## config.mk

```make
export PLATFORM = sky130hd
export DESIGN_NAME = ftt_core
export DESIGN_NICKNAME = d
export VERILOG_FILES = /design/src/core/ftt_pkg.sv /design/src/core/ftt_prescaler.sv /design/src/core/ftt_core.sv
export SDC_FILE = /design/constraint.sdc
export NUM_CORES = 1
export LEC_CHECK = 0
export ABC_AREA = 1
export BUFFER_PORTS_ARGS = -buffer_cell sky130_fd_sc_hd__buf_4
export CORE_ASPECT_RATIO = 1.75
export CORE_UTILIZATION = 55
export CTS_BUF_LIST = sky130_fd_sc_hd__clkbuf_2 sky130_fd_sc_hd__clkbuf_4 sky130_fd_sc_hd__clkbuf_8
export DETAILED_ROUTE_END_ITERATION = 16
export GPL_TIMING_DRIVEN = 0
export HOLD_SLACK_MARGIN = 0.02
export PLACE_DENSITY = 0.76
export RECOVER_POWER = 50
export SYNTH_ARGS = -nofsm -noshare
export SYNTH_HDL_FRONTEND = slang
export SYNTH_SLANG_ARGS = --single-unit
```

## constraint.sdc

```tcl
create_clock -name clk_sys -period 3.2 [get_ports clk_sys]
set_input_delay 0.48 -clock clk_sys [delete_from_list [all_inputs] [get_ports clk_sys]]
set_output_delay 0.48 -clock clk_sys [all_outputs]
set_load 0.01 [all_outputs]
```

## src/core/ftt_pkg.sv

```systemverilog
package ftt_pkg;
    // widths
    localparam int unsigned CNT_W = 10;
    localparam int unsigned BYTE_W = 8;
    localparam int unsigned HI_W = 2;
    localparam int unsigned PRESC_W = 14; // deepest tap gives divide by 16384
    localparam int unsigned CS_W = 4;
    localparam int unsigned WGM_W = 2;
    localparam int unsigned NCH = 3; // compare channels a, b, d
    localparam int unsigned ADDR_W = 8;
    localparam int unsigned DATA_W = 32;
    // compare channel slots
    localparam int unsigned CH_A = 0;
    localparam int unsigned CH_B = 1;
    localparam int unsigned CH_D = 2;
    // register byte offsets
    localparam logic [ADDR_W-1:0] OFS_CTRL_A = 8'h00;
    localparam logic [ADDR_W-1:0] OFS_CTRL_B = 8'h04;
    localparam logic [ADDR_W-1:0] OFS_CTRL_C = 8'h08;
    localparam logic [ADDR_W-1:0] OFS_CTRL_D = 8'h0C;
    localparam logic [ADDR_W-1:0] OFS_CTRL_E = 8'h10;
    localparam logic [ADDR_W-1:0] OFS_COUNT = 8'h14;
    localparam logic [ADDR_W-1:0] OFS_HIGH_BUF = 8'h18;
    localparam logic [ADDR_W-1:0] OFS_CMP_A = 8'h1C;
    localparam logic [ADDR_W-1:0] OFS_CMP_B = 8'h20;
    localparam logic [ADDR_W-1:0] OFS_CMP_TOP = 8'h24;
    localparam logic [ADDR_W-1:0] OFS_CMP_D = 8'h28;
    localparam logic [ADDR_W-1:0] OFS_IRQ_FLAG = 8'h2C;
    localparam logic [ADDR_W-1:0] OFS_IRQ_MASK = 8'h30;
    localparam logic [ADDR_W-1:0] OFS_PLL_CS = 8'h34;
    // field positions
    localparam int unsigned BIT_PWM_A = 0;
    localparam int unsigned BIT_PWM_B = 1;
    localparam int unsigned CS_LSB = 0;
    localparam int unsigned BIT_PSR = 6;
    localparam int unsigned WGM_LSB = 0;
    localparam int unsigned BIT_FAULT_FLAG = 2;
    localparam int unsigned BIT_FAULT_IE = 7;
    localparam int unsigned BIT_OVF = 2;
    localparam int unsigned BIT_CF_B = 5;
    localparam int unsigned BIT_CF_A = 6;
    localparam int unsigned BIT_CF_D = 7;
    localparam int unsigned BIT_PLL_LOCK = 0;
    localparam int unsigned BIT_FAST_EN = 2;
    localparam int unsigned BIT_LOW_SPEED = 7;
    // values
    localparam logic [CS_W-1:0] CS_STOP = 4'h0;
    localparam logic [CS_W-1:0] CS_DIV1 = 4'h1;
    localparam logic [CNT_W-1:0] BOTTOM_VAL = 10'h000;
    localparam logic [CNT_W-1:0] MAX_VAL = 10'h0FF;
    localparam logic [CNT_W-1:0] CNT_ONE = 10'h001;
    localparam logic [BYTE_W-1:0] BYTE_ZERO = 8'h00;
    localparam logic [DATA_W-1:0] RD_ZERO = 32'h0000_0000;

    typedef enum logic [1:0]
    {
        WGM_NORMAL = 2'b00,
        WGM_UPDOWN = 2'b01,
        WGM_ALT = 2'b10,
        WGM_MAX_TOP = 2'b11
    } ftt_wgm_t;

    typedef enum logic
    {
        DIR_UP = 1'b0,
        DIR_DOWN = 1'b1
    } ftt_dir_t;

    // settings as seen by the counting logic, after the input crossing
    typedef struct packed {
        logic [CS_W-1:0] clkSel;
        ftt_wgm_t wgm;
        logic pwmA;
        logic pwmB;
        logic fastEn;
        logic lowSpeed;
        logic [NCH-1:0][CNT_W-1:0] cmp;
        logic [CNT_W-1:0] top;
    } ftt_cfg_t;
endpackage

```

## src/core/ftt_prescaler.sv

```systemverilog
`timescale 1ns/100ps
module ftt_prescaler #(
    parameter int unsigned DIV_W = ftt_pkg::PRESC_W
) (
    input wire logic clk_sys,
    input wire logic rst_n,
    input wire logic clkEn,
    input wire logic srcTick,
    input wire logic prescReset,
    input wire logic [ftt_pkg::CS_W-1:0] clockSelectField,
    output logic timerClockEnable
);
    typedef struct packed {
        logic [DIV_W-1:0] div;
    } ftt_presc_state_t;

    ftt_presc_state_t s_r;
    ftt_presc_state_t s_nxt;
    logic [DIV_W:0] span;
    logic [DIV_W-1:0] lowMask;
    logic running;

    // a strobe, not a gated clock: fires when the low taps are all ones
    always_comb
    begin
        span = (DIV_W+1)'(1) << (clockSelectField - ftt_pkg::CS_DIV1);
        lowMask = DIV_W'(span - (DIV_W+1)'(1));
        running = clockSelectField != ftt_pkg::CS_STOP;
        timerClockEnable = running & srcTick & ((s_r.div & lowMask) == lowMask);
        s_nxt = s_r;
        if (prescReset)
        begin
            s_nxt.div = '0;
        end
        else if (running & srcTick)
        begin
            s_nxt.div = s_r.div + DIV_W'(1);
        end
    end

    // divider state, frozen while the clock enable is low
    always_ff @(posedge clk_sys or negedge rst_n)
    begin
        if (!rst_n)
            s_r <= '0;
        else if (clkEn)
            s_r <= s_nxt;
    end
endmodule // ftt_prescaler

```

## src/core/ftt_core.sv

```systemverilog
// Functional notes
// - fast clock up to 64 MHz; low-speed select halves it to 32 MHz.
// - ten-bit counter and compares; upper bits zero gives eight-bit behaviour.
// - reading a ten-bit low byte copies its upper bits into the high buffer.
// - writing a ten-bit low byte takes its upper bits from the high buffer.
// - top compare holds TOP; counter clears when count matches it, but reverses instead in up-down mode.
// - compares a, b, d drive their own pins and raise match flags.
// - overflow and match flags in flag register, fault in control d, own masks.
// - async mode runs prescaler and counter off the fast clock behind a crossing.
// - written settings pass input synchronising stages before reaching the counter.
// - control and compare registers read back the new value at once.
// - count, high buffer and flags read back after the synchronising delay.
// - BOTTOM is 0x00, MAX is 0xFF, TOP is MAX or compare, by mode.
// - system clock normally; fast-clock enable selects the fast clock.
// - prescaler offers undivided up to divide by 16384, plus stop.
// - writing one to prescaler reset bit clears the prescaler.
// - on each timer clock enable the counter clears, counts up or down.
// - clock select zero produces no timer clock; counter stops.
// - count readable and writable anytime; a write beats clear or count.
// - top indication at sequence maximum, bottom indication at zero.
// - waveform bits and pwm enables pick sequence and overflow point.
//
// Local design decisions: the APB slave port and the register addresses.
`timescale 1ns/100ps
module ftt_core (
    input wire logic clk_sys,
    input wire logic rst_n,
    input wire logic clkEn,
    input wire logic psel,
    input wire logic penable,
    input wire logic pwrite,
    input wire logic [ftt_pkg::ADDR_W-1:0] paddr,
    input wire logic [ftt_pkg::DATA_W-1:0] pwdata,
    output logic [ftt_pkg::DATA_W-1:0] prdata,
    output logic pready,
    output logic pslverr,
    input wire logic fastClkTick,
    input wire logic pllLocked,
    input wire logic faultIn,
    output logic compareOutPinA,
    output logic compareOutPinB,
    output logic compareOutPinD,
    output logic timerClockEnable,
    output logic atTop,
    output logic atBottom,
    output logic atMax
);
    localparam int unsigned CW = ftt_pkg::CNT_W;
    localparam int unsigned HW = ftt_pkg::HI_W;
    localparam int unsigned BW = ftt_pkg::BYTE_W;
    localparam int unsigned NCH = ftt_pkg::NCH;
    localparam int unsigned OBS_W = CW + HW + 1 + NCH;

    typedef struct packed {
        logic [BW-1:0] ctrlA;
        logic [BW-1:0] ctrlB;
        logic [BW-1:0] ctrlC;
        logic [BW-1:0] ctrlD;
        logic [BW-1:0] ctrlE;
        logic [BW-1:0] irqMask;
        logic fastEn;
        logic lowSpeed;
        logic [NCH-1:0][CW-1:0] cmpCpu;
        logic [CW-1:0] topCpu;
        logic [HW-1:0] highBuf;
        ftt_pkg::ftt_cfg_t cfgS1;
        ftt_pkg::ftt_cfg_t cfgS2;
        logic cntWrS1;
        logic cntWrS2;
        logic [CW-1:0] cntValS1;
        logic [CW-1:0] cntValS2;
        logic psrS1;
        logic psrS2;
        logic [CW-1:0] count;
        ftt_pkg::ftt_dir_t dir;
        logic halfPhase;
        logic blockMatch;
        logic ovf;
        logic fault;
        logic [NCH-1:0] cmpFlag;
        logic [NCH-1:0] pin;
        logic [OBS_W-1:0] obsS1;
        logic [OBS_W-1:0] obsS2;
        logic [ftt_pkg::DATA_W-1:0] prdata;
        logic [HW-1:0] rdHi;
        logic rdTen;
    } ftt_core_state_t;

    ftt_core_state_t s_r, s_nxt;
    ftt_pkg::ftt_cfg_t cpuCfg, cfg;
    logic [BW-1:0] wrByte, rdByte, flagByte, ctrlDByte, pllByte;
    logic [HW-1:0] rdHigh, obsHi;
    logic [CW-1:0] obsCnt, topVal, cntNext;
    logic [NCH-1:0] obsCf, chPwm, flagClr;
    logic rdTen, hit, obsOvf, upDown, srcTick, tick, setupPhase, accessPhase, ovfClr, faultClr;

    // settings as software left them, before the crossing
    always_comb
    begin
        cpuCfg.clkSel = s_r.ctrlB[ftt_pkg::CS_LSB +: ftt_pkg::CS_W];
        cpuCfg.wgm = ftt_pkg::ftt_wgm_t'(s_r.ctrlD[ftt_pkg::WGM_LSB +: ftt_pkg::WGM_W]);
        cpuCfg.pwmA = s_r.ctrlA[ftt_pkg::BIT_PWM_A];
        cpuCfg.pwmB = s_r.ctrlA[ftt_pkg::BIT_PWM_B];
        cpuCfg.fastEn = s_r.fastEn;
        cpuCfg.lowSpeed = s_r.lowSpeed;
        cpuCfg.cmp = s_r.cmpCpu;
        cpuCfg.top = s_r.topCpu;
    end

    // the counter only ever sees the second synchronising stage
    assign cfg = s_r.cfgS2;

    // delayed view of the counting side for software reads
    assign obsCnt = s_r.obsS2[OBS_W-1 -: CW];
    assign obsHi = s_r.obsS2[NCH+1 +: HW];
    assign obsOvf = s_r.obsS2[NCH];
    assign obsCf = s_r.obsS2[NCH-1:0];

    // assembled read bytes for the flag, control d and pll registers
    always_comb
    begin
        flagByte = ftt_pkg::BYTE_ZERO;
        flagByte[ftt_pkg::BIT_OVF] = obsOvf;
        flagByte[ftt_pkg::BIT_CF_A] = obsCf[ftt_pkg::CH_A];
        flagByte[ftt_pkg::BIT_CF_B] = obsCf[ftt_pkg::CH_B];
        flagByte[ftt_pkg::BIT_CF_D] = obsCf[ftt_pkg::CH_D];
        ctrlDByte = s_r.ctrlD;
        ctrlDByte[ftt_pkg::BIT_FAULT_FLAG] = s_r.fault;
        pllByte = ftt_pkg::BYTE_ZERO;
        pllByte[ftt_pkg::BIT_PLL_LOCK] = pllLocked;
        pllByte[ftt_pkg::BIT_FAST_EN] = s_r.fastEn;
        pllByte[ftt_pkg::BIT_LOW_SPEED] = s_r.lowSpeed;
    end

    // address decode; ten-bit registers also report their upper bits
    always_comb
    begin
        rdByte = ftt_pkg::BYTE_ZERO;
        rdHigh = '0;
        rdTen = 1'b0;
        hit = 1'b1;
        case (paddr)
            ftt_pkg::OFS_CTRL_A: rdByte = s_r.ctrlA;
            ftt_pkg::OFS_CTRL_B: rdByte = s_r.ctrlB;
            ftt_pkg::OFS_CTRL_C: rdByte = s_r.ctrlC;
            ftt_pkg::OFS_CTRL_D: rdByte = ctrlDByte;
            ftt_pkg::OFS_CTRL_E: rdByte = s_r.ctrlE;
            ftt_pkg::OFS_COUNT: {rdTen, rdHigh, rdByte} = {1'b1, obsCnt};
            ftt_pkg::OFS_HIGH_BUF: rdByte = BW'(obsHi);
            ftt_pkg::OFS_CMP_A: {rdTen, rdHigh, rdByte} = {1'b1, s_r.cmpCpu[ftt_pkg::CH_A]};
            ftt_pkg::OFS_CMP_B: {rdTen, rdHigh, rdByte} = {1'b1, s_r.cmpCpu[ftt_pkg::CH_B]};
            ftt_pkg::OFS_CMP_TOP: {rdTen, rdHigh, rdByte} = {1'b1, s_r.topCpu};
            ftt_pkg::OFS_CMP_D: {rdTen, rdHigh, rdByte} = {1'b1, s_r.cmpCpu[ftt_pkg::CH_D]};
            ftt_pkg::OFS_IRQ_FLAG: rdByte = flagByte;
            ftt_pkg::OFS_IRQ_MASK: rdByte = s_r.irqMask;
            ftt_pkg::OFS_PLL_CS: rdByte = pllByte;
            default: hit = 1'b0;
        endcase
    end

    // zero wait states; a low clock enable stretches the access phase
    assign pready = clkEn;
    assign pslverr = psel & penable & ~hit;
    assign prdata = s_r.prdata;
    assign setupPhase = psel & ~penable;
    assign accessPhase = psel & penable;
    assign wrByte = pwdata[BW-1:0];

    // source tick: every system cycle, or fast ticks, halved in low speed
    assign srcTick = ~cfg.fastEn | (fastClkTick & (~cfg.lowSpeed | s_r.halfPhase));

    ftt_prescaler #(
        .DIV_W(ftt_pkg::PRESC_W)
    ) u_presc (
        .clk_sys(clk_sys),
        .rst_n(rst_n),
        .clkEn(clkEn),
        .srcTick(srcTick),
        .prescReset(s_r.psrS2),
        .clockSelectField(cfg.clkSel),
        .timerClockEnable(tick)
    );

    assign timerClockEnable = tick;

    // sequence selection from the synchronised mode bits
    always_comb
    begin
        upDown = (cfg.pwmA | cfg.pwmB) & (cfg.wgm == ftt_pkg::WGM_UPDOWN);
        if (~(cfg.pwmA | cfg.pwmB) & (cfg.wgm == ftt_pkg::WGM_MAX_TOP))
            topVal = ftt_pkg::MAX_VAL;
        else
            topVal = cfg.top;
        chPwm[ftt_pkg::CH_A] = cfg.pwmA;
        chPwm[ftt_pkg::CH_B] = cfg.pwmB;
        chPwm[ftt_pkg::CH_D] = cfg.pwmA;
    end

    // status indications straight off the count register
    assign atTop = s_r.count == topVal;
    assign atBottom = s_r.count == ftt_pkg::BOTTOM_VAL;
    assign atMax = s_r.count == ftt_pkg::MAX_VAL;
    assign compareOutPinA = s_r.pin[ftt_pkg::CH_A];
    assign compareOutPinB = s_r.pin[ftt_pkg::CH_B];
    assign compareOutPinD = s_r.pin[ftt_pkg::CH_D];

    // next state: bus side first, then the counting side
    always_comb
    begin
        s_nxt = s_r;
        flagClr = '0;
        ovfClr = 1'b0;
        faultClr = 1'b0;
        cntNext = s_r.count;
        s_nxt.cfgS1 = cpuCfg;
        s_nxt.cfgS2 = s_r.cfgS1;
        s_nxt.cntWrS1 = 1'b0;
        s_nxt.cntWrS2 = s_r.cntWrS1;
        s_nxt.cntValS2 = s_r.cntValS1;
        s_nxt.psrS1 = 1'b0;
        s_nxt.psrS2 = s_r.psrS1;
        s_nxt.obsS1 = {s_r.count, s_r.highBuf, s_r.ovf, s_r.cmpFlag};
        s_nxt.obsS2 = s_r.obsS1;
        // read data is captured in setup so it is stable through access
        if (setupPhase)
        begin
            s_nxt.prdata = ftt_pkg::RD_ZERO | ftt_pkg::DATA_W'(rdByte);
            s_nxt.rdHi = rdHigh;
            s_nxt.rdTen = rdTen & ~pwrite;
        end
        if (accessPhase & ~pwrite & s_r.rdTen)
        begin
            s_nxt.highBuf = s_r.rdHi;
        end
        if (accessPhase & pwrite & hit)
        begin
            case (paddr)
                ftt_pkg::OFS_CTRL_A: s_nxt.ctrlA = wrByte;
                ftt_pkg::OFS_CTRL_B:
                begin
                    s_nxt.ctrlB = wrByte;
                    s_nxt.ctrlB[ftt_pkg::BIT_PSR] = 1'b0; // strobe bit, never stored
                    s_nxt.psrS1 = wrByte[ftt_pkg::BIT_PSR];
                end
                ftt_pkg::OFS_CTRL_C: s_nxt.ctrlC = wrByte;
                ftt_pkg::OFS_CTRL_D:
                begin
                    s_nxt.ctrlD = wrByte;
                    s_nxt.ctrlD[ftt_pkg::BIT_FAULT_FLAG] = 1'b0;
                    faultClr = wrByte[ftt_pkg::BIT_FAULT_FLAG];
                end
                ftt_pkg::OFS_CTRL_E: s_nxt.ctrlE = wrByte;
                ftt_pkg::OFS_COUNT:
                begin
                    s_nxt.cntWrS1 = 1'b1;
                    s_nxt.cntValS1 = {s_r.highBuf, wrByte};
                end
                ftt_pkg::OFS_HIGH_BUF: s_nxt.highBuf = wrByte[HW-1:0];
                ftt_pkg::OFS_CMP_A: s_nxt.cmpCpu[ftt_pkg::CH_A] = {s_r.highBuf, wrByte};
                ftt_pkg::OFS_CMP_B: s_nxt.cmpCpu[ftt_pkg::CH_B] = {s_r.highBuf, wrByte};
                ftt_pkg::OFS_CMP_TOP: s_nxt.topCpu = {s_r.highBuf, wrByte};
                ftt_pkg::OFS_CMP_D: s_nxt.cmpCpu[ftt_pkg::CH_D] = {s_r.highBuf, wrByte};
                ftt_pkg::OFS_IRQ_FLAG:
                begin
                    // write one to clear
                    ovfClr = wrByte[ftt_pkg::BIT_OVF];
                    flagClr[ftt_pkg::CH_A] = wrByte[ftt_pkg::BIT_CF_A];
                    flagClr[ftt_pkg::CH_B] = wrByte[ftt_pkg::BIT_CF_B];
                    flagClr[ftt_pkg::CH_D] = wrByte[ftt_pkg::BIT_CF_D];
                end
                ftt_pkg::OFS_IRQ_MASK: s_nxt.irqMask = wrByte;
                ftt_pkg::OFS_PLL_CS:
                begin
                    s_nxt.fastEn = wrByte[ftt_pkg::BIT_FAST_EN];
                    s_nxt.lowSpeed = wrByte[ftt_pkg::BIT_LOW_SPEED];
                end
                default: s_nxt.ctrlA = s_r.ctrlA;
            endcase
        end
        // low-speed halving of the fast tick stream
        if (cfg.fastEn & cfg.lowSpeed)
            s_nxt.halfPhase = s_r.halfPhase ^ fastClkTick;
        else
            s_nxt.halfPhase = 1'b0;
        // clears are applied before sets so a same-cycle event survives
        s_nxt.ovf = s_r.ovf & ~ovfClr;
        s_nxt.cmpFlag = s_r.cmpFlag & ~flagClr;
        s_nxt.fault = (s_r.fault & ~faultClr) | faultIn;
        if (tick)
        begin
            s_nxt.blockMatch = 1'b0;
            case (upDown)
                1'b1:
                begin
                    case (s_r.dir)
                        ftt_pkg::DIR_DOWN:
                        begin
                            if (s_r.count == ftt_pkg::BOTTOM_VAL)
                            begin
                                s_nxt.dir = ftt_pkg::DIR_UP;
                                cntNext = s_r.count + ftt_pkg::CNT_ONE;
                                s_nxt.ovf = 1'b1;
                            end
                            else
                                cntNext = s_r.count - ftt_pkg::CNT_ONE;
                        end
                        default:
                        begin
                            if (s_r.count >= topVal)
                            begin
                                s_nxt.dir = ftt_pkg::DIR_DOWN;
                                cntNext = s_r.count - ftt_pkg::CNT_ONE;
                            end
                            else
                                cntNext = s_r.count + ftt_pkg::CNT_ONE;
                        end
                    endcase
                end
                default:
                begin
                    s_nxt.dir = ftt_pkg::DIR_UP;
                    // >= so a top moved below the count still wraps
                    if (s_r.count >= topVal)
                    begin
                        cntNext = ftt_pkg::BOTTOM_VAL;
                        s_nxt.ovf = 1'b1;
                    end
                    else
                        cntNext = s_r.count + ftt_pkg::CNT_ONE;
                end
            endcase
            s_nxt.count = cntNext;
            // per channel: full ten-bit compare, so zero upper bits act as eight-bit
            for (int ch = 0; ch < NCH; ch++)
            begin
                if (~s_r.blockMatch & (s_r.count == cfg.cmp[ch]))
                begin
                    s_nxt.cmpFlag[ch] = 1'b1;
                    if (~chPwm[ch])
                        s_nxt.pin[ch] = ~s_r.pin[ch];
                end
                if (chPwm[ch])
                    s_nxt.pin[ch] = cntNext < cfg.cmp[ch];
            end
        end
        // a software count write overrides the count that the tick decided; its flag and pin updates stand
        if (s_r.cntWrS2)
        begin
            s_nxt.count = s_r.cntValS2;
            s_nxt.blockMatch = 1'b1;
        end
    end

    // every reset value is zero, so the whole struct clears at once
    always_ff @(posedge clk_sys or negedge rst_n)
    begin
        if (!rst_n)
            s_r <= '0;
        else if (clkEn)
            s_r <= s_nxt;
    end
endmodule // ftt_core

```

## Word level (Yosys, flattened, before mapping)

Cells that the tools add are included.

| storage, ports and cells | value |
|---|---|
| register bits | 292 |
| bits of input ports | 49 |
| output and inout port bits | 41 |
| logic and storage cells | 203 |

| cells by class | value |
|---|---|
| $add $sub $neg | 5 |
| $lt $le $gt $ge | 4 |
| eq/ne operators | 21 |
| shifts and indexed selects | 1 |
| mux-type cells | 49 |
| bitwise operators | 39 |
| reductions and logical operators | 29 |

Operator list:

| operator | count |
|---|---|
| case mux 8 bit (14 select lines) | 1 |
| 2-to-1 mux 10 bit | 8 |
| == test 8 x 6 -> 1 bit, second input constant | 6 |
| AND reduction 3 bit | 15 |
| == test 10 bit | 4 |
| == test 8 x 5 -> 1 bit, second input constant | 4 |
| < comparator 10 bit | 3 |
| 2-to-1 mux 1 bit | 29 |
| 2-to-1 mux 14 bit | 2 |
| AND 1 bit | 19 |
| == test 8 x 4 -> 1 bit, second input constant | 2 |
| adder 14 x 1 -> 14 bit, second input constant | 1 |
| AND 14 bit | 1 |
| == test 14 bit | 1 |
| OR reduction 14 bit | 1 |
| left shift 1 x 4 -> 14 bit, first input constant | 1 |
| subtractor 14 x 1 -> 14 bit, second input constant | 1 |
| NOT 1 bit | 12 |
| 2-to-1 mux 11 bit | 1 |
| adder 10 x 1 -> 10 bit, second input constant | 1 |
| == test 10 x 8 -> 1 bit, second input constant | 1 |
| >= comparator 10 bit | 1 |
| zero test 10 bit | 1 |
| case mux 2 bit (5 select lines) | 1 |
| 17 further kinds | 31 |

## Logic depth before layout (Yosys ltp)

Gate-level depths: netlist of run 1.

| logic depth | value |
|---|---|
| depth in word-level cells | 12 |
| depth in mapped cells | 26 |

## By module

Synthesis of run 1 repeated with hierarchy kept, for this count alone.

| unflattened totals | value |
|---|---|
| cells, all modules | 1811 |
| area total of the unflattened synthesis | 14706.6 um^2 |

By module, submodules not included:

| module | instances | cells each | area each (um^2) | sequential area each (um^2) |
|---|---|---|---|---|
| ftt_core | 1 | 1615 | 13375.3 | 6956.7 |
| ftt_prescaler | 1 | 196 | 1331.3 | 350.3 |

## Worst setup path before layout of run 1

OpenSTA, ideal clock, no wires.

| path | value |
|---|---|
| path kind | reg-to-reg |
| start | reg s_r (netlist bit cfg[43]) |
| end | reg s_r (netlist bit compareOutPinB) |
| library setup time | 0.121 ns |
| arrival | 3.121 ns |
| required time | 3.079 ns |
| slack | -0.042 ns |
| stages on the path, launching flop included | 24 |
| buffers on the path | 0 |
| clock period less this slack | 3.242 ns |
| cells stage by stage | dfrtp_1 > nor2_1 > inv_1 > nor3_1 > inv_1 > nand2_1 > ha_1 > nand2_1 > inv_1 > a21oi_1 > nand4_1 > nand3_1 > nand2_1 > nand2_1 > inv_1 > ha_1 > a21oi_1 > o21a_1 > o21ai_0 > a21oi_1 > nand2_1 > o21ai_0 > nand2_1 > nand2_1 |

| on the way | value |
|---|---|
| longest elaborated chain between the ends | 11 |
| elaborated cells on any way between the ends | 13 |
| classes of those cells | order compare: 2; mux: 7; bitwise: 4 |

Ends and longest elaborated chain:

| element | RTL line | source |
|---|---|---|
| start, declared | ftt_core.sv:89 | `ftt_core_state_t s_r, s_nxt;` |
| start signal, assigned | ftt_core.sv:360 | `s_r <= s_nxt;` |
| bitwise OR 1 bit (*) | ftt_core.sv:189, ftt_core.sv:190 |  |
| NOT 1 bit | ftt_core.sv:190 | `if (~(cfg.pwmA \| cfg.pwmB) & (cfg.wgm == ftt_pkg::WGM_MAX_TOP))` |
| AND 1 bit | ftt_core.sv:190 |  |
| 2-to-1 mux 10 bit | ftt_core.sv:190 |  |
| >= comparator 10 bit | ftt_core.sv:309, ftt_core.sv:323 |  |
| 2-to-1 mux 10 bit | ftt_core.sv:309 | `if (s_r.count >= topVal)` |
| 2-to-1 mux 10 bit | ftt_core.sv:295 | `case (s_r.dir)` |
| 2-to-1 mux 10 bit (*) | ftt_core.sv:292 | `case (upDown)` |
| 2-to-1 mux 10 bit (*) | ftt_core.sv:289 | `if (tick)` |
| < comparator 10 bit (*) | ftt_core.sv:343 | `s_nxt.pin[ch] = cntNext < cfg.cmp[ch];` |
| 2-to-1 mux 1 bit (*) | ftt_core.sv:342 | `if (chPwm[ch])` |

Every way passes the cells marked *; elsewhere a longest branch is shown, timed or not. The select of a mux whose other input is x is not followed.
A chain may end at the register's enable or synchronous reset.

## Worst setup path after layout of run 1

| path | value |
|---|---|
| start | reg s_r (netlist bit cfg[42]) |
| end | reg s_r (netlist bit s_nxt[65]) |

| on the way | value |
|---|---|
| longest elaborated chain between the ends | 11 |
| elaborated cells on any way between the ends | 13 |
| classes of those cells | order compare: 1; mux: 8; bitwise: 4 |

Ends and longest elaborated chain:

| element | RTL line | source |
|---|---|---|
| bitwise OR 1 bit (*) | ftt_core.sv:189, ftt_core.sv:190 |  |
| NOT 1 bit | ftt_core.sv:190 |  |
| AND 1 bit | ftt_core.sv:190 |  |
| 2-to-1 mux 10 bit | ftt_core.sv:190 |  |
| >= comparator 10 bit | ftt_core.sv:309, ftt_core.sv:323 |  |
| 2-to-1 mux 10 bit | ftt_core.sv:309 |  |
| 2-to-1 mux 10 bit | ftt_core.sv:295 |  |
| 2-to-1 mux 10 bit (*) | ftt_core.sv:292 |  |
| 2-to-1 mux 10 bit (*) | ftt_core.sv:289 |  |
| 2-to-1 mux 11 bit (*) | ftt_core.sv:289 |  |
| 2-to-1 mux 10 bit (*) | ftt_core.sv:347 | `if (s_r.cntWrS2)` |

Marks and branches as above.

==> results of run 1 <==
==> kinds of logic (layout without fill, tap and decap cells) <==
kind of cell | after synthesis | after routing | synth area share [%]
buffers and inverters | 297 | 457 | 8.55
adder cells (fa/ha/maj) | 42 | 42 | 3.52
flip-flops | 292 | 292 | 48.9
AND/OR/NAND/NOR | 992 | 992 | 27.1
AO/OA/AOI/OAI | 275 | 275 | 10.1
XOR/XNOR | 25 | 25 | 1.47
multiplexers | 4 | 4 | 0.285
other | 1 | 24 | 0.0251
==> per-layer routing <==
layer,share of wire [%],global-route usage (%),wire [microns]
met1,34,37.6,16900
met2,49,64.1,24900
met3,5.7,6.36,2890
met4,11,37.8,5650
met5,0,0,0
==> where the power goes <==
part           switching, mW  internal [mW]  total [mW]  leakage (nW)
combinational          0.311          0.109       0.420          4.32
clock                   1.52           1.79        3.31         0.505
sequential            0.0342           3.73        3.77          4.03
==> how the worst min path moves through the flow <==
stage                     startpoint          to
after detailed placement  cpuCfg[45]  cpuCfg[45]
after global placement    cpuCfg[18]  cpuCfg[18]
final                         pwrite      s_r[0]
after CTS                     pwrite      s_r[0]
after floorplan                rst_n      cfg[0]
after global routing          pwrite      s_r[0]
==> state kept, by name, summed over array words and instances (netlist names) <==
signal and count:
ctrlDByte 6, u_presc.s_r 14, compareOutPinD 1, compareOutPinA 1, compareOutPinB 1, s_nxt 94
obsCnt 10, obsHi 2, cfg 50, s_r 51, flagByte 4, cpuCfg 50
prdata 8
==> final cells by class <==
class,instances,area (sq um)
fillers,2355,9160
flip-flops and latches,292,7310
multi-input cells,1362,6930
clock buffers,66,852
inverters,181,699
repair buffers,82,622
plain buffers,116,607
well taps,324,405
clock inverters,12,95.1
==> placed cells by master (no fill, tap or decap), types with 11 or more instances in the layout <==
cell and count:
nand3_1 111, inv_2 12, xor2_1 21, clkbuf_8 58
o21ai_1 28, conb_1 24, ha_1 28, clkbuf_1 58
ha_4 13, nor2_1 66, a21oi_1 27, o21ai_0 155
nor3_1 22, buf_4 105, o22ai_1 17, nand4_1 27
nor2_2 11, nand2_1 692, buf_2 19, inv_1 160
dfrtp_1 287, nand2_2 20
==> repair_timing <==
action | 4_1_cts | 5_1_grt
hold buffers | 1 | 0
pin swaps | 34 | 48
gates resized for setup | 95 | 49
endpoints found under the setup margin | 12 | 7
setup buffers | 23 | 15
hold endpoints to repair | 73 | 0
==> metrics by stage <==
step / hold WS (ps) / setup slack, ps
6_report: 94.6 / -231
2_1_floorplan: 184 / 166
5_1_grt: 93.3 / -381
3_3_place_gp: 453 / -1140
3_5_place_dp: 458 / -1120
4_1_cts: 72.0 / -194
==> results.json, run 1 <==
{
  "place_area_sq_mm": 0.0158,
  "status": "finished, violations left",
  "hold_viol": 0,
  "io_buffers": 41,
  "power.leakage_nw": 8.86,
  "reg2reg_to": "s_nxt[65]",
  "syn_avg_cell_area_sq_um": 7.75,
  "drt_iter0_markers": 997,
  "grt_start_max_net_pins": 125,
  "dp_cells": 2318,
  "cpPeakStageDelay_ps": 400,
  "timing.final.crit_share_pct": 107,
  "wirelength_microns": 50400,
  "rr_startpoint": "cfg[42]",
  "r2r_cells": 24,
  "drive_gt1_share_pct": 15.6,
  "worst-path-buf-inv": 10,
  "rsz0062_at_grt": "true",
  "p_per_area_mw_per_mm2": 428,
  "cp-endpoint": "s_nxt[65]",
  "maxSlewViolCount": 76,
  "synth_commonest_cells": "nand2_1, dfrtp_1, inv_1",
  "synth_edf_count": 0,
  "required_ps": 3730,
  "finalSetupViolCount": 5,
  "diodes": 0,
  "synth_cell_types": 42,
  "cts_tree": "built",
  "ys.warnings.count": 0,
  "setup_ws_ps": -231,
  "ys_ff_latch": 292,
  "fin_tns_setup_ps": -940,
  "hold_path_class": "in2reg",
  "synth.most_common_cell": "nand2_1",
  "fin_cells": 2435,
  "cts-root-buf": "clkbuf_8",
  "syn-cell-area_sq_mm": 0.0149,
  "h-tree-depth": 2,
  "io_pins": 90,
  "slew-limit-headroom_pct": -27.6,
  "drc": 0,
  "final.min_clock_period_ps": 3430,
  "die_w_microns": 127,
  "area_growth_pct": 17.3,
  "synthArstFlopShare_pct": 100,
  "antenna_found_initial": 0,
  "via_per_inst": 5.66,
  "num_vias": 13800,
  "synth_area_leaders": "dfrtp_1, nand2_1, o21ai_0, inv_1, nand3_1",
  "drtPass1Iterations": 6,
  "cap_violations": 1,
  "postSynthCellCount": 1928,
  "synth_top_area_cell": "dfrtp_1",
  "path_delay_family": "buffers and inverters",
  "dieArea_sq_mm": 0.0278,
  "grt_pass1_vias": 13600,
  "grt_usage_pct": 37.4,
  "arrival_ps": 3960,
  "routedWlPerCell_microns": 20.7,
  "clk_pin_slew_worst_paths_ps": 70,
  "clock_path_buffers": 3,
  "cts_inserted_buffers": 43,
  "hpwl_microns": 37900,
  "grt-ovfl-total": 0,
  "crit_cells": 24,
  "max_freq_mhz": 291,
  "place.gp.congestion": 1.02,
  "crit_chain": "nor2_2 -> inv_2 -> nor3_4 -> buf_6 -> nor2_1 -> ha_1 -> nand2_2 -> nor2_4 -> nand3_2 -> nand4_1 -> buf_6 -> buf_6 -> nand4_1 -> buf_4 -> buf_4 -> buf_4 -> buf_4 -> buf_4 -> buf_4 -> a21oi_2 -> nand2_1 -> nand2_1 -> nand2_1 -> nand2_1",
  "crit_start": "cfg[42]",
  "grt_first_pass_wirelength_microns": 76400,
  "clock_skew_ps": 23.1,
  "tightestPinTransition_ps": 1910,
  "row_count": 79,
  "crit_path_start_kind": "register",
  "core-area_sq_mm": 0.0267,
  "numClockSinks": 292,
  "r2r_setup_slack_ps": -230,
  "fp.dieH_microns": 220,
  "final_area_sq_mm": 0.0175,
  "peakVddDrop_uv": 368,
  "cpMostUsedCell": "buf_4",
  "critical_path_class": "reg2reg",
  "ant_nets": 0,
  "fin_nets": 2169,
  "synth_top_area_share_pct": 48.9,
  "clock_latency_ps": 590,
  "cp_max_fo": 7,
  "totalPowerFinal_mw": 7.50,
  "whs_path_depth": 2,
  "utilization_pct": 65.7,
  "ys.flop_type": "dfrtp_1",
  "initial_core_util_pct": 56.0,
  "cpMaxStageDelayCell": "dfrtp_1",
  "ys_seq_area_share_pct": 48.9,
  "violations": "max-capacitance violations, max-slew violations, negative setup slack",
  "end_kind": "register"
}
(Power assumes the default switching activity.)
==> run 2, diff against run 1 <==
ABC_AREA = default   (was 1)
PLACE_DENSITY = 0.73   (was 0.76)
SETUP_SLACK_MARGIN = 0.3   (was default)
clock period = 3.9 ns   (was 3.2 ns; I/O delays follow)
==> run 2 against run 1 <==
  * The flow finishes with violations (design-rule violations, max-capacitance violations, max-slew violations, negative setup slack)
  * Count of clock-buffer cells in the layout down 1
  * Clock power shrank 21%
  * Highest routed layer unchanged
  * Sequential power down 18%
  * Worst setup slack lost 87 ps
  * Cell count shrank 28%
  * Core utilization fell by 0.13 points
  * Register-to-register slack got worse by 90 ps
==> results.json, run 2 <==
{
  "power_switching_mw": 1.45,
  "synth_commonest_cells": "dfrtp_1, mux2_2, nand2_1",
  "clock_path_buffers": 3,
  "grt-ovfl-total": 0,
  "pwr-share-comb_pct": 6.3,
  "power.leakage_nw": 7.90,
  "place.gp.congestion": 0.937,
  "timing.final.crit_share_pct": 108,
  "fp.dieH_microns": 218,
  "core-area_sq_mm": 0.0261,
  "io_buffers": 41,
  "sw_frac_of_total_pct": 23.9,
  "setup_ws_ps": -318,
  "clk_pin_slew_worst_paths_ps": 70,
  "place_worst_setup_slack_ps": -1330,
  "grt_start_max_net_pins": 118,
  "cts_inserted_buffers": 42,
  "synth_top_area_share_pct": 50.0,
  "rsz0062_at_grt": "true",
  "max_freq_mhz": 237,
  "fin_cells": 1765,
  "grt_first_pass_wirelength_microns": 67000,
  "end_kind": "register",
  "peakVddDrop_uv": 291,
  "power.share.clock_pct": 42.8,
  "p_int_mw": 4.62,
  "synth.most_common_cell": "dfrtp_1",
  "drc": 8,
  "hpwl_microns": 31400,
  "synth_area_leaders": "dfrtp_1, mux2_2, ha_1, o21ai_0, nand2_1",
  "slew-limit-headroom_pct": -76.7,
  "initial_core_util_pct": 56.1,
  "antenna_found_initial": 0,
  "ant_nets": 0,
  "hold_path_class": "in2reg",
  "io_pins": 90,
  "postSynthCellCount": 1279,
  "synth_top_area_cell": "dfrtp_1",
  "finalSetupViolCount": 3,
  "crit_start": "cfg[43]",
  "clock_skew_ps": 11.6,
  "dp_cells": 1665,
  "drt_iter0_markers": 875,
  "required_ps": 4420,
  "whs_path_depth": 2,
  "syn-cell-area_sq_mm": 0.0146,
  "crit_path_start_kind": "register",
  "cp_max_fo": 7,
  "nFillCells": 1987,
  "cap_violations": 1,
  "synth_cell_types": 82,
  "ys.flop_type": "dfrtp_1",
  "rr_startpoint": "cfg[43]",
  "routedWlPerCell_microns": 24.6,
  "dieArea_sq_mm": 0.0273,
  "row_count": 78,
  "p_seq_share_pct": 50.9,
  "violations": "design-rule violations, max-capacitance violations, max-slew violations, negative setup slack",
  "drive_gt1_share_pct": 34.0,
  "cts_tree": "built",
  "fin_nets": 1508,
  "tightestPinTransition_ps": 2650,
  "die_w_microns": 125,
  "arrival_ps": 4730,
  "p_per_area_mw_per_mm2": 356,
  "ys_ff_latch": 292,
  "mostFrequentLayoutCells": "dfrtp_1, mux2_2, buf_4",
  "ys_seq_area_share_pct": 50.0,
  "critical_path_class": "reg2reg",
  "grt_pass1_vias": 11200,
  "maxSlewViolCount": 103,
  "synth_edf_count": 0,
  "status": "finished, violations left",
  "final.min_clock_period_ps": 4220,
  "clock_latency_ps": 580,
  "drtPass1Iterations": 14,
  "num_vias": 11000,
  "grt_usage_pct": 33.2,
  "cts-root-buf": "clkbuf_8",
  "largest_reg_flops": 94,
  "via_per_inst": 6.23,
  "hold_viol": 0,
  "hold_slack_ps": 246,
  "area_growth_pct": 16.8,
  "numClockSinks": 292,
  "diodes": 0,
  "synthArstFlopShare_pct": 100,
  "ys.warnings.count": 0,
  "h-tree-depth": 2,
  "wirelength_microns": 43500,
  "final_common_cell": "dfrtp_1",
  "hold_start": "faultIn",
  "utilization_pct": 65.5,
  "syn_avg_cell_area_sq_um": 11.4,
  "r2r_cells": 21
}
-- run 2: cell count changes after synthesis, sizes merged, moves of 32 or more --
cell,delta
a22oi,+32
inv,-120
mux2,+208
nand2,-641
nand3,-93
o21ai,-123
-- run 2: worst paths after layout --
kind,to,slack [ps]
worst max-delay path,compareOutPinB,-320
worst min-delay path,ctrlDByte[2],250
worst max register to register,compareOutPinB,-320
worst min register to register,cfg[14],480
max in group asynchronous,s_r[284],610
min in group asynchronous,cfg[26],770
-- run 2: through the flow --
stage | cell area, sq um | total power, mW | TNS (ps)
5_1_grt | 17100 | 6.27 | -9180
3_3_place_gp | 15400 | 3.51 | -82530
6_report | 17100 | 6.07 | -847
4_1_cts | 17000 | 6.11 | -769
3_5_place_dp | 15500 | 3.52 | -3800
2_1_floorplan | 14700 | 3.33 | -91.8
-- run 2: layout make-up --
type	instances	area, sq um	share of cell area, %
Sequential cell	292	7310	42.8
Multi-Input combinational cell	857	7130	41.7
Clock buffer	65	826	4.84
Buffer	96	579	3.39
Timing Repair Buffer	71	556	3.25
Tap cell	320	400	2.34
Inverter	57	214	1.25
Clock inverter	7	67.6	0.396
-- run 2: what timing repair did --
action / in CTS / in global routing
buffers inserted: 25 / 2
pin swaps: 37 / 21
resized for setup: 69 / 23
endpoints found under the setup margin: 12 / 4
gates cloned: 0 / 1
hold buffers: 0 / 0
-- run 2: worst max-delay path: stages, from the launching register on --
cell and delay [ps]:
dfrtp_2 420, nor2_4 120, and3_4 200, clkbuf_16 170
nor2_4 50, ha_4 210, nor2b_4 120, o211a_1 230
o21a_2 260, buf_8 140, o311a_4 380, a32oi_1 190
o211ai_1 140, buf_4 180, ha_4 210, a21o_1 150
a21o_1 150, a211o_1 270, o211ai_1 130, a21oi_2 110
nor4_2 170, a221o_1 160
-- run 2: metal layers --
metal / up-vias / routed length, microns / GRT usage [%] / share of wire [%]
met5: - / 0 / 0 / 0
met4: 0 / 3990 / 28.1 / 9.2
met3: 193 / 2220 / 4.74 / 5.1
met2: 470 / 21600 / 56.4 / 50
met1: 5457 / 15700 / 36.9 / 36
li1: 4878 / - / - / -
-- run 2: cells by family (layout without fill, tap and decap cells) --
| logic type | count (synthesis) | in the layout | share of synthesized area (%) |
|---|---|---|---|
| AND/OR/NAND/NOR | 293 | 293 | 10.4 |
| flip-flops | 292 | 292 | 50.0 |
| AO/OA/AOI/OAI | 240 | 240 | 11.9 |
| multiplexers | 213 | 213 | 16.4 |
| buffers and inverters | 153 | 296 | 5.03 |
| XOR/XNOR | 45 | 45 | 2.69 |
| adder cells (fa/ha/maj) | 42 | 42 | 3.59 |
| other | 1 | 24 | 0.0256 |
-- run 2: power by group through the flow --
stage / Sequential (mW) / Combinational, mW / Clock [mW]
2_1_floorplan: 3.14 / 0.195 / 0
3_3_place_gp: 3.15 / 0.363 / 0
3_5_place_dp: 3.15 / 0.376 / 0
4_1_cts: 3.09 / 0.386 / 2.63
5_1_grt: 3.09 / 0.414 / 2.76
6_report: 3.09 / 0.380 / 2.60
==> run 3, diff against run 2 <==
ABC_AREA = 1   (was default)
==> run 3 against run 2 <==
  * Highest routed layer unchanged
  * Sequential cell count unchanged
  * Core utilization is 1.7 points lower
  * Global-route usage is 3.0 points higher
  * Power is 2.8% higher
  * The flow finishes with violations (max-capacitance violations, max-slew violations)
==> results.json, run 3 (synthesized netlist as in run 1, its figures left out) <==
{
  "clock_skew_ps": 19.5,
  "largest_reg_flops": 94,
  "clock_latency_ps": 580,
  "via_per_inst": 5.60,
  "ant_nets": 0,
  "whs_path_depth": 2,
  "wirelength_microns": 48400,
  "rr_startpoint": "s_nxt[61]",
  "path_delay_family": "simple AND/OR/NAND/NOR gates",
  "drtPass1Iterations": 7,
  "worst-path-buf-inv": 4,
  "crit_path_start_kind": "register",
  "grt_usage_pct": 36.3,
  "grt_start_max_net_pins": 128,
  "grt_pass1_vias": 13400,
  "grt_first_pass_wirelength_microns": 74800,
  "final_common_cell": "nand2_1",
  "place_area_sq_mm": 0.0158,
  "place.gp.congestion": 1.00,
  "max_freq_mhz": 290,
  "h-tree-depth": 2,
  "cts_inserted_buffers": 43,
  "rsz0062_at_grt": "true",
  "fp.dieH_microns": 220,
  "slew-limit-headroom_pct": -17.5,
  "cpMaxStageDelayCell": "dfrtp_1",
  "fin_nets": 2141,
  "initial_core_util_pct": 56.0,
  "mostFrequentLayoutCells": "nand2_1, dfrtp_1, inv_1",
  "end_kind": "register",
  "arrival_ps": 3900,
  "tightestPinTransition_ps": 1760,
  "utilization_pct": 63.8,
  "cap_violations": 1,
  "hold_start": "pwrite",
  "die_w_microns": 127,
  "crit_chain": "clkbuf_1 -> nor2_2 -> nand2_1 -> nor2_1 -> nand3_1 -> inv_1 -> nand2_1 -> nand3_2 -> buf_4 -> nand2_1 -> nand3_1 -> inv_1 -> ha_1 -> nand2_1 -> nor3_2 -> nand2_1 -> nand2_1 -> o21ai_1 -> nand2_1 -> nand2_1",
  "peakVddDrop_uv": 368,
  "final_area_sq_mm": 0.0170,
  "routedWlPerCell_microns": 20.1,
  "cts-root-buf": "clkbuf_8",
  "clk_pin_slew_worst_paths_ps": 70,
  "critical_path_class": "reg2reg",
  "hpwl_microns": 37100,
  "hold_slack_ps": 200,
  "drc": 0,
  "antenna_found_initial": 1,
  "num_vias": 13500,
  "cp_max_fo": 10,
  "p_per_area_mw_per_mm2": 367,
  "hold_end": "s_r[0]",
  "timing.final.crit_share_pct": 88.4,
  "cts_tree": "built",
  "cpPeakStageDelay_ps": 390,
  "power.leakage_nw": 8.66,
  "violations": "max-capacitance violations, max-slew violations",
  "hold_path_class": "in2reg",
  "dieArea_sq_mm": 0.0278,
  "area_growth_pct": 14.1,
  "status": "finished, violations left",
  "drive_gt1_share_pct": 11.4,
  "required_ps": 4360,
  "io_pins": 90,
  "clock_path_buffers": 3,
  "final.min_clock_period_ps": 3450,
  "drt_iter0_markers": 972,
  "cpMostUsedCell": "nand2_1",
  "io_buffers": 41,
  "maxSlewViolCount": 127,
  "grt-ovfl-total": 0,
  "r2r_cells": 20,
  "finalSetupViolCount": 0,
  "r2r_setup_slack_ps": 450,
  "core-area_sq_mm": 0.0267,
  "hold_viol": 0,
  "reg2reg_to": "compareOutPinB",
  "numClockSinks": 292,
  "row_count": 79
}
[run 3: cell count changes in the layout (fill, tap and decap cells not counted), moves of 16 or more]
cell      previous run  this run
mux2_2             210         2
o21ai_1              2        26
clkbuf_1            37        67
inv_1               55       170
nand3_1             22       116
o21ai_0             59       159
buf_4               99        70
nand2_1             78       703
a22oi_1             32         0
nand2_2              2        18
[run 3: per-stage QoR]
stage / cells / TNS, ps / power [mW] / setup WS, ps
after detailed placement: 2318 / -945 / 3.49 / -354
after global placement: 2316 / -84250 / 3.47 / -393
after CTS: 2396 / 0 / 6.27 / 288
final: 2403 / 0 / 6.25 / 452
after global routing: 2403 / 0 / 6.43 / 217
after floorplan: 1951 / 0 / 3.31 / 658
[run 3: routing by layer]
layer / wire [microns] / GRT usage [%]
met2: 23700 / 62.4
met4: 5040 / 34.2
met3: 2380 / 5.03
met5: 0 / 0
met1: 17300 / 38.2
[run 3: report_power, final]
group	total (mW)	internal, mW	switching [mW]
Combinational	0.340	0.0912	0.249
Sequential	3.09	3.06	0.0259
Clock	2.82	1.59	1.22
Total	6.25	4.75	1.50
[run 3: layout make-up]
| type | instances | area [sq um] |
|---|---|---|
| Clock buffer | 66 | 858 |
| Sequential cell | 292 | 7310 |
| Fill cell | 2405 | 9650 |
| Multi-Input combinational cell | 1362 | 6650 |
| Inverter | 181 | 683 |
| Timing Repair Buffer | 54 | 413 |
| Clock inverter | 7 | 113 |
| Tap cell | 324 | 405 |
| Antenna cell | 1 | 2.50 |
| Buffer | 116 | 599 |
[run 3: repair_timing]
item                       CTS  global route
pin swaps                    2            19
resized for setup           14            50
setup endpoints to repair    5             4
hold endpoints to repair    50             0
hold buffers                 1             0
buffers inserted             4             6
[run 3: how the worst max path moves through the flow]
stage               startpoint        endpoint  slack [ps]  depth (start not counted)
floorplan              cfg[43]  compareOutPinB         660                         23
global placement       cfg[43]  compareOutPinA        -390                         24
detailed placement     cfg[43]  compareOutPinB        -350                         24
CTS                  s_nxt[61]  compareOutPinB         290                         21
global route         s_nxt[61]  compareOutPinB         220                         20
finish               s_nxt[61]  compareOutPinB         450                         20
[run 3: worst register-to-register path, stage by stage, from the launching register on]
cell      delay, ps
dfrtp_1         390
clkbuf_1        350
nor2_2          250
nand2_1          90
nor2_1          250
nand3_1         200
inv_1           110
nand2_1         200
nand3_2         180
buf_4           120
nand2_1          40
nand3_1         130
inv_1           140
ha_1            300
nand2_1          70
nor3_2          170
nand2_1          70
nand2_1         100
o21ai_1          80
nand2_1          60
nand2_1          40
